$ cat src/design/link_ctrl_pkg.sv
// Package for the link control set/clear register bank.
// Assumes a 32-bit classic Wishbone slave on one clock.
`default_nettype none
package link_ctrl_pkg;
  // Register offsets (byte addresses)
  localparam logic [7:0] LINK_CTRL_SET_OFS = 8'hE0;
  localparam logic [7:0] LINK_CTRL_CLR_OFS = 8'hE4;
  // Field positions
  localparam int ROLLOVER_SRC_BIT = 22;
  localparam int CYCLE_MASTER_BIT = 21;
  localparam int TIMER_RUN_BIT    = 20;
  localparam int PHY_ACCEPT_BIT   = 10;
  localparam int SELFID_ACCEPT_BIT = 9;
  localparam int TAG1_LOCK_BIT    = 6;
  // Writable bits mask and reset value
  localparam logic [31:0] LINK_CTRL_MASK  = 32'h0070_0640;
  localparam logic [31:0] LINK_CTRL_RESET = 32'h0000_0000;
  // Cycle timer: 3072 ticks of the 24.576 MHz clock per 125 us cycle
  localparam logic [11:0] CYCLE_OFFSET_LAST = 12'hBFF;
  localparam int          CYCLE_OFFSET_W    = 12;
  localparam int          CYCLE_COUNT_W     = 13;

  typedef struct packed {
    logic        rollover_source_select;
    logic        cycle_master_enable;
    logic        cycle_timer_run;
    logic        phy_packet_accept;
    logic        self_identification_accept;
    logic        tag_one_filter_lock;
  } link_ctrl_t;

  typedef struct packed {
    logic [7:0]  adr;
    logic        we;
    logic [3:0]  sel;
    logic [31:0] dat;
  } wb_req_t;
endpackage
`default_nettype wire

$ cat src/design/cycle_timer_core.sv
// Cycle timer offset and cycle counter with selectable rollover source.
// Assumes tick_i is a one-cycle strobe of the 24.576 MHz timebase on clk_i.
`default_nettype none
module cycle_timer_core
  import link_ctrl_pkg::*;
(
  // Clock, reset and clock enable
  input  wire logic                      clk_i,
  input  wire logic                      rst_i,
  input  wire logic                      ce_i,
  // Control
  input  wire logic                      run_i,
  input  wire logic                      ext_src_i,
  input  wire logic                      ext_event_i,
  input  wire logic                      tick_i,
  // Status
  output logic [CYCLE_OFFSET_W-1:0]      offset_o,
  output logic [CYCLE_COUNT_W-1:0]       count_o,
  output logic                           rollover_o
);
  logic [CYCLE_OFFSET_W-1:0] offset_reg;
  logic [CYCLE_COUNT_W-1:0]  count_reg;
  logic                      roll_reg;
  wire int_roll  = run_i && tick_i && !ext_src_i && (offset_reg == CYCLE_OFFSET_LAST);
  wire ext_roll  = run_i && ext_src_i && ext_event_i;
  wire roll_now  = int_roll || ext_roll;

  always_ff @(posedge clk_i) begin
    if (rst_i) begin
      offset_reg <= '0;
      count_reg  <= '0;
      roll_reg   <= 1'b0;
    end else if (ce_i) begin
      roll_reg <= roll_now;
      if (roll_now) begin
        offset_reg <= '0;
        count_reg  <= count_reg + 1'b1;
      end else if (run_i && tick_i) begin
        offset_reg <= offset_reg + 1'b1;
      end
    end
  end

  assign offset_o   = offset_reg;
  assign count_o    = count_reg;
  assign rollover_o = roll_reg;
endmodule // cycle_timer_core
`default_nettype wire

$ cat src/design/link_control_set_clear.sv
// Link control register with set and clear views on classic Wishbone,
// plus the cycle timer and receive gating that the flags steer.
// Assumes cycle_overrun_flag_i comes from the interrupt event logic on clk_i
// and external_cycle_input_i, global_reset_pin_i are asynchronous pins.
`default_nettype none
module link_control_set_clear
  import link_ctrl_pkg::*;
#(
  parameter int NUM_ISO_CTX = 4
) (
  // Clock, reset, clock enable
  input  wire logic                   clk_i,
  input  wire logic                   rst_i,
  input  wire logic                   ce_i,
  // Wishbone slave
  input  wire logic                   cyc_i,
  input  wire logic                   stb_i,
  input  wire logic                   we_i,
  input  wire logic [7:0]             adr_i,
  input  wire logic [3:0]             sel_i,
  input  wire logic [31:0]            dat_i,
  output logic [31:0]                 dat_o,
  output logic                        ack_o,
  // Pins and neighbouring logic
  input  wire logic                   global_reset_pin_i,
  input  wire logic                   external_cycle_input_i,
  input  wire logic                   tick_24m_i,
  input  wire logic                   cycle_overrun_flag_i,
  input  wire logic                   cycle_start_rx_i,
  input  wire logic                   phy_pkt_rx_i,
  input  wire logic                   selfid_pkt_rx_i,
  input  wire logic                   ar_req_ctx_enabled_i,
  input  wire logic [NUM_ISO_CTX-1:0] tag_one_sync_filter_sw_i,
  // Outputs to the link core
  output logic                        cycle_start_tx_o,
  output logic                        cycle_sync_o,
  output logic                        phy_pkt_to_ar_o,
  output logic                        selfid_pkt_accept_o,
  output logic [NUM_ISO_CTX-1:0]      tag_one_sync_filter_o,
  output logic [CYCLE_OFFSET_W-1:0]   cycle_offset_o,
  output logic [CYCLE_COUNT_W-1:0]    cycle_count_o
);
  // ****************************************************************
  // Pin synchronisers
  // ****************************************************************
  logic [2:0] global_reset_pin_sync_reg;
  logic [2:0] cyin_sync_reg;
  logic       global_reset_pin_state_reg;
  logic       cyin_state_reg;

  always_ff @(posedge clk_i) begin
    if (rst_i) begin
      global_reset_pin_sync_reg  <= 3'h0;
      cyin_sync_reg  <= 3'h0;
      global_reset_pin_state_reg <= 1'b0;
      cyin_state_reg <= 1'b0;
    end else if (ce_i) begin
      global_reset_pin_sync_reg <= {global_reset_pin_sync_reg[1:0], global_reset_pin_i};
      cyin_sync_reg <= {cyin_sync_reg[1:0], external_cycle_input_i};
      // A change counts only once stages two and three agree
      if (global_reset_pin_sync_reg[1] == global_reset_pin_sync_reg[2]) begin
        global_reset_pin_state_reg <= global_reset_pin_sync_reg[2];
      end
      if (cyin_sync_reg[1] == cyin_sync_reg[2]) begin
        cyin_state_reg <= cyin_sync_reg[2];
      end
    end
  end

  wire cyin_agree = (cyin_sync_reg[1] == cyin_sync_reg[2]);
  wire cyin_rise  = cyin_agree && cyin_sync_reg[2] && !cyin_state_reg;
  wire global_reset_pin_agree = (global_reset_pin_sync_reg[1] == global_reset_pin_sync_reg[2]);
  wire global_reset_pin_now   = global_reset_pin_agree ? global_reset_pin_sync_reg[2] : global_reset_pin_state_reg;

  // ****************************************************************
  // Wishbone decode
  // ****************************************************************
  logic         ack_reg;
  logic [31:0]  dat_reg;
  link_ctrl_t   ctrl_reg;
  link_ctrl_t   ctrl_next;
  logic         overrun_d_reg;

  wire          req_new   = cyc_i && stb_i && !ack_reg;
  wire          hit_set   = (adr_i == LINK_CTRL_SET_OFS);
  wire          hit_clr   = (adr_i == LINK_CTRL_CLR_OFS);
  wire          hit_any   = hit_set || hit_clr;
  wire [31:0]   lane_mask = {{8{sel_i[3]}}, {8{sel_i[2]}}, {8{sel_i[1]}}, {8{sel_i[0]}}};
  wire [31:0]   wr_bits   = dat_i & lane_mask & LINK_CTRL_MASK;
  wire [31:0]   set_bits  = (req_new && we_i && hit_set) ? wr_bits : 32'h0000_0000;
  wire [31:0]   clr_bits  = (req_new && we_i && hit_clr) ? wr_bits : 32'h0000_0000;
  wire          overrun_rise = cycle_overrun_flag_i && !overrun_d_reg;

  wire [31:0]   ctrl_word = {9'h000, ctrl_reg.rollover_source_select, ctrl_reg.cycle_master_enable,
                             ctrl_reg.cycle_timer_run, 9'h000, ctrl_reg.phy_packet_accept,
                             ctrl_reg.self_identification_accept, 2'h0, ctrl_reg.tag_one_filter_lock,
                             6'h00};

  // ****************************************************************
  // Control register update
  // ****************************************************************
  always_comb begin
    ctrl_next = ctrl_reg;
    ctrl_next.rollover_source_select =
      (ctrl_reg.rollover_source_select | set_bits[ROLLOVER_SRC_BIT]) & ~clr_bits[ROLLOVER_SRC_BIT];
    ctrl_next.cycle_timer_run =
      (ctrl_reg.cycle_timer_run | set_bits[TIMER_RUN_BIT]) & ~clr_bits[TIMER_RUN_BIT];
    ctrl_next.phy_packet_accept =
      (ctrl_reg.phy_packet_accept | set_bits[PHY_ACCEPT_BIT]) & ~clr_bits[PHY_ACCEPT_BIT];
    ctrl_next.self_identification_accept =
      (ctrl_reg.self_identification_accept | set_bits[SELFID_ACCEPT_BIT]) & ~clr_bits[SELFID_ACCEPT_BIT];
    ctrl_next.cycle_master_enable =
      (ctrl_reg.cycle_master_enable | (set_bits[CYCLE_MASTER_BIT] & ~cycle_overrun_flag_i))
      & ~clr_bits[CYCLE_MASTER_BIT];
    if (overrun_rise) begin
      ctrl_next.cycle_master_enable = 1'b0;
    end
    // lock is set only; clear view has no effect
    ctrl_next.tag_one_filter_lock = ctrl_reg.tag_one_filter_lock | set_bits[TAG1_LOCK_BIT];
    if (global_reset_pin_now) begin
      ctrl_next.tag_one_filter_lock = 1'b0;
    end
  end

  always_ff @(posedge clk_i) begin
    if (rst_i) begin
      ctrl_reg      <= '0;
      ack_reg       <= 1'b0;
      dat_reg       <= LINK_CTRL_RESET;
      overrun_d_reg <= 1'b0;
    end else if (ce_i) begin
      ctrl_reg      <= ctrl_next;
      overrun_d_reg <= cycle_overrun_flag_i;
      ack_reg       <= req_new;
      // Unmapped reads return zero; writes there are dropped
      dat_reg       <= (req_new && !we_i && hit_any) ? ctrl_word : 32'h0000_0000;
    end
  end

  assign ack_o = ack_reg;
  assign dat_o = dat_reg;

  // ****************************************************************
  // Cycle timer
  // ****************************************************************
  logic [CYCLE_OFFSET_W-1:0] offset_w;
  logic [CYCLE_COUNT_W-1:0]  count_w;
  logic                      roll_w;

  // external source; 3072 tick rollover; run gate
  cycle_timer_core u_timer (
    .clk_i       (clk_i),
    .rst_i       (rst_i),
    .ce_i        (ce_i),
    .run_i       (ctrl_reg.cycle_timer_run),
    .ext_src_i   (ctrl_reg.rollover_source_select),
    .ext_event_i (cyin_rise),
    .tick_i      (tick_24m_i),
    .offset_o    (offset_w),
    .count_o     (count_w),
    .rollover_o  (roll_w)
  );

  // ****************************************************************
  // Link core outputs
  // ****************************************************************
  logic                   cs_tx_reg;
  logic                   sync_reg;
  logic                   phy_reg;
  logic                   sid_reg;
  logic [NUM_ISO_CTX-1:0] tag_reg;
  logic [NUM_ISO_CTX-1:0] tag_next;

  // forced to one; software value passes
  genvar g;
  generate
    for (g = 0; g < NUM_ISO_CTX; g++) begin : g_tag
      assign tag_next[g] = ctrl_reg.tag_one_filter_lock | tag_one_sync_filter_sw_i[g];
    end
  endgenerate

  always_ff @(posedge clk_i) begin
    if (rst_i) begin
      cs_tx_reg <= 1'b0;
      sync_reg  <= 1'b0;
      phy_reg   <= 1'b0;
      sid_reg   <= 1'b0;
      tag_reg   <= '0;
    end else if (ce_i) begin
      // cycle start on rollover as master
      cs_tx_reg <= roll_w && ctrl_reg.cycle_master_enable;
      sync_reg  <= cycle_start_rx_i && !ctrl_reg.cycle_master_enable;
      // PHY packets into AR request context
      phy_reg   <= phy_pkt_rx_i && ctrl_reg.phy_packet_accept && ar_req_ctx_enabled_i;
      // self-ID gated by its own bit only; is software's duty
      sid_reg   <= selfid_pkt_rx_i && ctrl_reg.self_identification_accept;
      tag_reg   <= tag_next;
    end
  end

  assign cycle_start_tx_o      = cs_tx_reg;
  assign cycle_sync_o          = sync_reg;
  assign phy_pkt_to_ar_o       = phy_reg;
  assign selfid_pkt_accept_o   = sid_reg;
  assign tag_one_sync_filter_o = tag_reg;
  assign cycle_offset_o        = offset_w;
  assign cycle_count_o         = count_w;

  // ****************************************************************
  // Assertions
  // ****************************************************************
  a_reserved_zero: assert property (@(posedge clk_i) disable iff (rst_i)
    ack_o |-> (dat_o & ~LINK_CTRL_MASK) == 32'h0000_0000) else $error("reserved bit read nonzero");
  a_ack_one_cycle: assert property (@(posedge clk_i) disable iff (rst_i)
    ack_o && ce_i |=> !ack_o) else $error("ack held over two cycles");
  a_set_works: assert property (@(posedge clk_i) disable iff (rst_i)
    ce_i && req_new && we_i && hit_set && wr_bits[PHY_ACCEPT_BIT] |=> ctrl_reg.phy_packet_accept)
    else $error("set view did not set bit");
  a_clear_works: assert property (@(posedge clk_i) disable iff (rst_i)
    ce_i && req_new && we_i && hit_clr && wr_bits[TIMER_RUN_BIT] |=> !ctrl_reg.cycle_timer_run)
    else $error("clear view did not clear bit");
  a_master_auto_clr: assert property (@(posedge clk_i) disable iff (rst_i)
    ce_i && overrun_rise |=> !ctrl_reg.cycle_master_enable) else $error("master survived overrun");
  a_master_blocked: assert property (@(posedge clk_i) disable iff (rst_i)
    ce_i && cycle_overrun_flag_i && !ctrl_reg.cycle_master_enable |=> !ctrl_reg.cycle_master_enable)
    else $error("master set during overrun");
  a_offset_holds: assert property (@(posedge clk_i) disable iff (rst_i)
    ce_i && !ctrl_reg.cycle_timer_run && !roll_w |=> $stable(cycle_offset_o))
    else $error("offset moved while stopped");
  a_lock_sticky: assert property (@(posedge clk_i) disable iff (rst_i)
    ce_i && ctrl_reg.tag_one_filter_lock && !global_reset_pin_now |=> ctrl_reg.tag_one_filter_lock)
    else $error("lock cleared without global reset");
  a_tag_forced: assert property (@(posedge clk_i) disable iff (rst_i)
    ce_i && ctrl_reg.tag_one_filter_lock |=> &tag_one_sync_filter_o) else $error("tag filter not forced");
  a_cycle_start: assert property (@(posedge clk_i) disable iff (rst_i)
    ce_i && roll_w && ctrl_reg.cycle_master_enable |=> cycle_start_tx_o) else $error("no cycle start");
  a_phy_gate_closed: assert property (@(posedge clk_i) disable iff (rst_i)
    ce_i && phy_pkt_rx_i && !(ctrl_reg.phy_packet_accept && ar_req_ctx_enabled_i) |=> !phy_pkt_to_ar_o)
    else $error("PHY packet passed a closed gate");
  a_selfid_accept: assert property (@(posedge clk_i) disable iff (rst_i)
    ce_i && selfid_pkt_rx_i && ctrl_reg.self_identification_accept |=> selfid_pkt_accept_o)
    else $error("self-ID packet not accepted");
  a_sync_follow: assert property (@(posedge clk_i) disable iff (rst_i)
    ce_i && cycle_start_rx_i && !ctrl_reg.cycle_master_enable |=> cycle_sync_o)
    else $error("received cycle start not followed");
  a_lock_global_reset_pin_clear: assert property (@(posedge clk_i) disable iff (rst_i)
    ce_i && global_reset_pin_now |=> !ctrl_reg.tag_one_filter_lock)
    else $error("lock survived global reset");
endmodule // link_control_set_clear
`default_nettype wire

$ cat config.mk
export PLATFORM = sky130hd
export DESIGN_NAME = link_control_set_clear
export DESIGN_NICKNAME = d
export VERILOG_FILES = /design/src/design/link_ctrl_pkg.sv /design/src/design/cycle_timer_core.sv /design/src/design/link_control_set_clear.sv
export SDC_FILE = /design/constraint.sdc
export NUM_CORES = 1
export LEC_CHECK = 0
export ABC_CLOCK_PERIOD_IN_PS = 5610
export BUFFER_PORTS_ARGS = -buffer_cell sky130_fd_sc_hd__clkbuf_2
export CORE_MARGIN = 2
export CORE_UTILIZATION = 40
export CTS_CLUSTER_DIAMETER = 100
export DETAILED_ROUTE_END_ITERATION = 8
export MAX_ROUTING_LAYER = met4
export PLACE_DENSITY_LB_ADDON = 0.3
export SKIP_LAST_GASP = 1
export SLEW_MARGIN = 5
export SYNTH_ARGS = -nofsm -noshare
export SYNTH_HDL_FRONTEND = slang
export SYNTH_SLANG_ARGS = --single-unit
$ cat constraint.sdc
create_clock -name clk_i -period 5.61 [get_ports clk_i]
set_clock_uncertainty 0.2 [all_clocks]
set_input_delay 0.561 -clock clk_i [delete_from_list [all_inputs] [get_ports clk_i]]
set_output_delay 0.561 -clock clk_i [all_outputs]
set_load 0.03 [all_outputs]
==> key figures, run 1 <==
Power and ir drop
  – Switching share of power: 0.274
  – Lkg Pwr: around 1.3 nW
  – Sequential Power Share: 0.574
  – Psw: 0.193 mW
  – Combinational power share: 0.098
  – Cell-internal power: 0.513 mW
  – Power Density: ~230 nW/µm²
  – Peak supply drop: 144 µV
  – Clock share of power: 0.329

Global route
  – Total gr overflow: 0
  – M1 GR Usage: 0.207
  – First-pass GRT wire length: around 9500 µm
  – Initial antenna violation count: 0
  – Met3 Track Usage GR: 0.0395
  – Gr usage total: 0.161
  – Vias in the first global route: slightly above 2000
  – Pin count of the biggest net entering global routing: 56
  – Met2 Use GR: 0.256
  – Most used routing layer: met2

Critical path
  – Critical path's largest stage delay: between 0.8 and 0.9 ns
  – Slowest-stage cell, CP: a21oi_1
  – Crit path cell chain: ha_1 > nand4_1 > or4_4 > a21oi_1 > a21oi_1 > a31o_2
  – Setup crit end kind: register
  – Maximum fanout along the worst path: 12
  – Top cell by count, worst path: a21oi_1
  – Worst Path Arrival: approximately 3.1 ns
  – CP required: 5.62 ns
  – Setup Crit Path Kind: register to register
  – Crit start category: register

Job
  – Max Cap Violations: 0

Synthesis
  – Seq/Total Area, Yosys: 0.415
  – Synth top area share: 0.415
  – Synth top cells by count: 56 x dfxtp_1, 32 x nor2_1, 26 x buf_4
  – Syn Area/Cell: 8.94 µm²
  – Ys flop type: dfxtp_1
  – Asr flop ratio synth: 0
  – Area leader, netlist: dfxtp_1
  – Synth area leaders: dfxtp_1 42%, buf_4 7.2%, mux2i_1 4.8%, nor2_1 4.4%, xnor2_1 3.6%
  – Synth warn: 0
  – Post-synthesis cell area: 2700 µm²
  – Yosys reg bits: 56
  – Count leader, synth: dfxtp_1
  – Post-synth EDFFs: 0
  – Synth unique cells: ~50
  – Mapped Cells: approximately 300

CTS
  – Clk_lat worst skew: between 0.3 and 0.4 ns
  – Clock buffer depth: 2
  – Root buf cell: clkbuf_8
  – Htree depth: 2
  – Post-CTS Setup Bufs: 0
  – Cts repair resizes: 0
  – CTS tree: done
  – Number of buffers created by CTS: 5
  – Hold Buf Count CTS: 0
  – Reg clk slew, reported paths: 0.11 ns
  – Clock sinks: 56

Die
  – Core Region: 6420 µm²
  – Initial Util: 0.420
  – Chip height: 86.2 µm
  – Die Width: between 80 and 90 µm
  – Die area: 7420 µm²
  – Rows: 29
  – # IOs: ~130

Timing
  – Fin. max-slew vios: 0
  – Final Worst Setup Slack: between 2 and 3 ns
  – Min Tclk post-route: between 3 and 4 ns
  – Max Freq: 324 MHz
  – Hold slack final: 0.253 ns
  – Final period utilization: 0.549
  – Final setup vio count: 0
  – RSZ-0062 raised after global routing: false
  – Endpoints failing hold: 0
  – Worst Tran Pin Value: around 1 ns
  – Setup TNS: 0 ns
  – Max-slew headroom: 0.346

Detailed routing
  – Antenna viol nets, final: 0
  – DR WL/cell: 12.6 µm
  – Vias: approximately 2300
  – Final WL: roughly 5600 µm
  – # DRC: 0
  – Pre-antenna DRT Iters: 7
  – Via/cell ratio: ~5
  – Drt initial violations: 79

Cells and area
  – Final nets: between 400 and 500
  – Non-filler cells, final: about 450
  – Layout cells sized above 1: 0.249
  – Area grow syn2layout: 15.1%
  – Largest register FFs: 13
  – Final core occ: 0.484
  – Fillers: 648
  – Diode count: 0

Hold path
  – Hold WC Path Type: primary input to register

Placed design
  – Post-Place Cells: about 440
  – Routability cong.: around 0.82
  – I/O Buffers: 74
  – Pre-CTS worst setup slack: 2.26 ns
  – HPWL after DPL: ~4100 µm

Run status
  – Outcome: complete, no violations
[power groups by stage]
stage / clock [mW] / sequential (mW) / combinational, mW
global route: 0.261 / 0.406 / 0.0752
CTS: 0.241 / 0.405 / 0.0689
floorplan: 0 / 0.419 / 0.0576
global placement: 0 / 0.414 / 0.0681
finish: 0.232 / 0.405 / 0.0689
detailed placement: 0 / 0.414 / 0.0690
[worst max-delay path: cells and delay by family (launching register included)]
kind                     cells  cell delay (ns)
AO/OA/AOI/OAI                3             1.20
AND/OR/NAND/NOR              2             0.81
adder cells (fa/ha/maj)      1             0.30
flip-flops                   1             0.47
[path summary, 6_finish.rpt]
| kind | from | endpoint | slack (ns) | cells after the start |
|---|---|---|---|---|
| worst max-delay path | u_timer.offset_o[0] | u_timer.count_o[12] | 2.53 | 6 |
| worst min-delay path | dat_i[21] | ctrl_reg[4] | 0.25 | 2 |
| worst max register to register | u_timer.offset_o[0] | u_timer.count_o[12] | 2.53 | 6 |
| worst min register to register | phy_pkt_to_ar_o | phy_pkt_to_ar_o | 0.27 | 2 |
[area by class of cell]
class	instances	area [µm²]	area share
Clock inverter	3	27.5	0.00886
Inverter	9	33.8	0.0109
Timing Repair Buffer	75	378	0.122
Multi-Input combinational cell	222	1380	0.445
Tap cell	77	96.3	0.0310
Clock buffer	5	68.8	0.0221
Sequential cell	56	1120	0.361
[per-layer routing]
layer | wire, µm | share of wire
met3 | 330 | 0.059
met2 | 2580 | 0.46
met5 | 0 | 0
met1 | 2680 | 0.48
met4 | 37 | 0.0066
[logic make-up after synthesis]
group,Yosys count,share of synthesized area
compound gates,57,0.158
buf+inv,49,0.108
other cells,1,0.00139
mux,14,0.0524
fa+ha+maj,4,0.0176
xor+xnor,14,0.0454
flops,56,0.415
simple gates,107,0.202
[placed cells by master, fill, tap and decap left out, types with 2 or more instances in the layout]
master      n
clkbuf_2   74
nand4_1     7
nand2_1    18
xor2_1      3
o22ai_1     4
conb_1     26
clkbuf_8    5
mux2i_1    13
nor2_1     32
nand3_1    11
ha_1        3
nand3b_1    3
o21ai_0     2
xnor2_1    11
a311oi_1    4
and2_1      2
nand4b_1    2
a2111oi_2   3
a31oi_1    10
inv_1       9
nor3_1     10
dfxtp_1    56
or3_1       4
a21oi_1    17
a211oi_1    4
a21o_1      5
nand2b_1    4
and3_1      3
nor4_1      4
[stage by stage]
step / total power [mW] / instance area (µm²)
after floorplan: 0.476 / 2790
final: 0.706 / 3110
after detailed placement: 0.483 / 3010
after global routing: 0.742 / 3110
after CTS: 0.715 / 3110
after global placement: 0.482 / 3010
Power figures use the tool's default switching activity.
==> run 2: changes to the inputs <==
--- a/config.mk
+++ b/config.mk
@@ -5,7 +5,7 @@
 export SDC_FILE = /design/constraint.sdc
 export NUM_CORES = 1
 export LEC_CHECK = 0
-export ABC_CLOCK_PERIOD_IN_PS = 5610
+export ABC_CLOCK_PERIOD_IN_PS = 3200
 export BUFFER_PORTS_ARGS = -buffer_cell sky130_fd_sc_hd__clkbuf_2
 export CORE_MARGIN = 2
 export CORE_UTILIZATION = 40
==> constraint.sdc (replaced) <==
create_clock -name clk_i -period 3.2 [get_ports clk_i]
set_clock_uncertainty 0.2 [all_clocks]
set_input_delay 0.32 -clock clk_i [delete_from_list [all_inputs] [get_ports clk_i]]
set_output_delay 0.32 -clock clk_i [all_outputs]
set_load 0.03 [all_outputs]
==> key figures, run 2 (same netlist as run 1, synthesis figures left out) <==
Critical path
  – Worst Path Arrival: 2.67 ns
  – Setup slack, reg-to-reg: 0.54 ns
  – Maximum fanout along the worst path: 12
  – Slowest-stage cell, CP: or4_4
  – CP required: roughly 3.2 ns
  – Worst R2R Path Depth: 6
  – Setup Crit Path Kind: register to register
  – R2R Path Start: u_timer.offset_o[0]
  – Crit start category: register
  – Crit path cell chain: ha_1 > nand4_1 > or4_4 > a211oi_4 > nand3_1 > mux2_2
  – FF-to-FF End: u_timer.count_o[6]
  – Critical path's largest stage delay: around 0.63 ns
  – Setup crit end kind: register

Detailed routing
  – # DRC: 0
  – Via/cell ratio: a little over 5
  – Drt initial violations: 86
  – Top Layer Used: met4
  – Met2 wire length: 2650 µm
  – Post-Route M1 WL: about 2700 µm
  – Met3 WL: 371 µm
  – Final WL: 5750 µm
  – Vias: between 2000 and 2500
  – DR WL/cell: around 13 µm
  – Antenna viol nets, final: 0
  – Pre-antenna DRT Iters: 4

Timing
  – Final setup vio count: 0
  – Fin. max-slew vios: 0
  – Max Freq: between 300 and 400 MHz
  – Worst Tran Pin Value: a little under 0.6 ns
  – Final period utilization: 0.831
  – Min Tclk post-route: around 2.7 ns
  – Max-slew headroom: 0.601
  – RSZ-0062 raised after global routing: false
  – Setup TNS: 0 ns
  – Endpoints failing hold: 0

CTS
  – Root buf cell: clkbuf_8
  – Htree depth: 2
  – Number of buffers created by CTS: 5
  – CTS tree: done
  – Clk_lat worst skew: roughly 0.31 ns
  – Clock sinks: 56
  – Reg clk slew, reported paths: approximately 0.11 ns
  – Clock buffer depth: 2

Cells and area
  – Final nets: about 440
  – Final instance area: around 3200 µm²
  – Fillers: 635
  – Diode count: 0
  – Area grow syn2layout: 17.4%
  – Layout cells sized above 1: 0.253
  – Most frequent cells in the layout: 74 x clkbuf_2, 56 x dfxtp_1, 32 x nor2_1, 26 x conb_1, 18 x nand2_1
  – Largest register FFs: 13
  – Most common cell after layout, fill and taps aside: clkbuf_2

Placed design
  – HPWL after DPL: 4260 µm
  – Cell Area, Placed: 3030 µm²
  – Routability cong.: 0.782
  – I/O Buffers: 74

Power and ir drop
  – Power Density: between 400 and 500 nW/µm²
  – Power Total: approximately 1.3 mW
  – Peak supply drop: roughly 280 µV
  – Lkg Pwr: around 1.3 nW

Die
  – # IOs: between 100 and 150
  – Chip height: ~86 µm
  – Initial Util: 0.420
  – Die Width: around 86 µm
  – Core Region: 6420 µm²
  – Die area: 7420 µm²
  – Rows: 29

Global route
  – Pin count of the biggest net entering global routing: 29
  – Initial antenna violation count: 0
  – Gr usage total: 0.159
  – Total gr overflow: 0
  – Vias in the first global route: approximately 2100
  – First-pass GRT wire length: 9370 µm

Hold path
  – Hold Path Cell Cnt: 2
  – Hold WC Path Type: primary input to register
  – Hold Startpoint: dat_i[10]
  – Hold endpoint: ctrl_reg[2]

Run status
  – Outcome: complete, no violations

Job
  – Max Cap Violations: 0
## run 2: layer usage
layer	GRT usage	up-vias
met2	0.252	82
met3	0.0385	5
met4	0.0375	0
met5	-	-
li1	-	1173
met1	0.204	1085
## run 2: worst max path at each step
stage / startpoint / to / slack, ns / cells after the start
floorplan: u_timer.offset_o[0] / u_timer.count_o[1] / 0.58 / 8
finish: u_timer.offset_o[0] / u_timer.count_o[6] / 0.54 / 6
global placement: u_timer.offset_o[0] / u_timer.count_o[6] / 0.57 / 6
CTS: u_timer.offset_o[0] / u_timer.rollover_o / 0.52 / 7
global route: u_timer.offset_o[1] / u_timer.rollover_o / 0.35 / 7
detailed placement: u_timer.offset_o[0] / u_timer.rollover_o / 0.53 / 7
## run 2: critical path: cells and delay by family (launching register included)
family	cells	cell delay [ns]
simple gates	3	0.90
compound gates	1	0.42
mux	1	0.28
fa+ha+maj	1	0.30
flops	1	0.46
## run 2: area by class of cell
| type | instances | area [µm²] | share of cell area |
|---|---|---|---|
| Clock buffer | 5 | 68.8 | 0.0217 |
| Clock inverter | 3 | 47.5 | 0.0150 |
| Inverter | 9 | 33.8 | 0.0107 |
| Multi-Input combinational cell | 222 | 1380 | 0.436 |
| Sequential cell | 56 | 1120 | 0.354 |
| Tap cell | 77 | 96.3 | 0.0304 |
| Timing Repair Buffer | 80 | 420 | 0.133 |
## run 2: per-stage QoR
step	hold slack [ns]	cells	utilization	worst slack, ns
2_1_floorplan	0.219	327	-	0.581
3_3_place_gp	0.254	442	0.472	0.574
3_5_place_dp	0.256	442	0.472	0.533
4_1_cts	0.00550	452	0.494	0.520
5_1_grt	0.00949	452	0.494	0.347
6_report	0.0172	452	0.494	0.540
## run 2: what timing repair did
item | 4_1_cts | 5_1_grt
resized for setup | 0 | 0
hold buffers | 2 | 0
hold endpoints to repair | 2 | 0
buffers inserted | 0 | 0
## run 2: power by group
part | leakage, nW | internal (mW) | total (mW) | switching (mW)
clock | 0.0583 | 0.236 | 0.476 | 0.240
combinational | 0.803 | 0.0353 | 0.125 | 0.0900
sequential | 0.453 | 0.705 | 0.710 | 0.00496
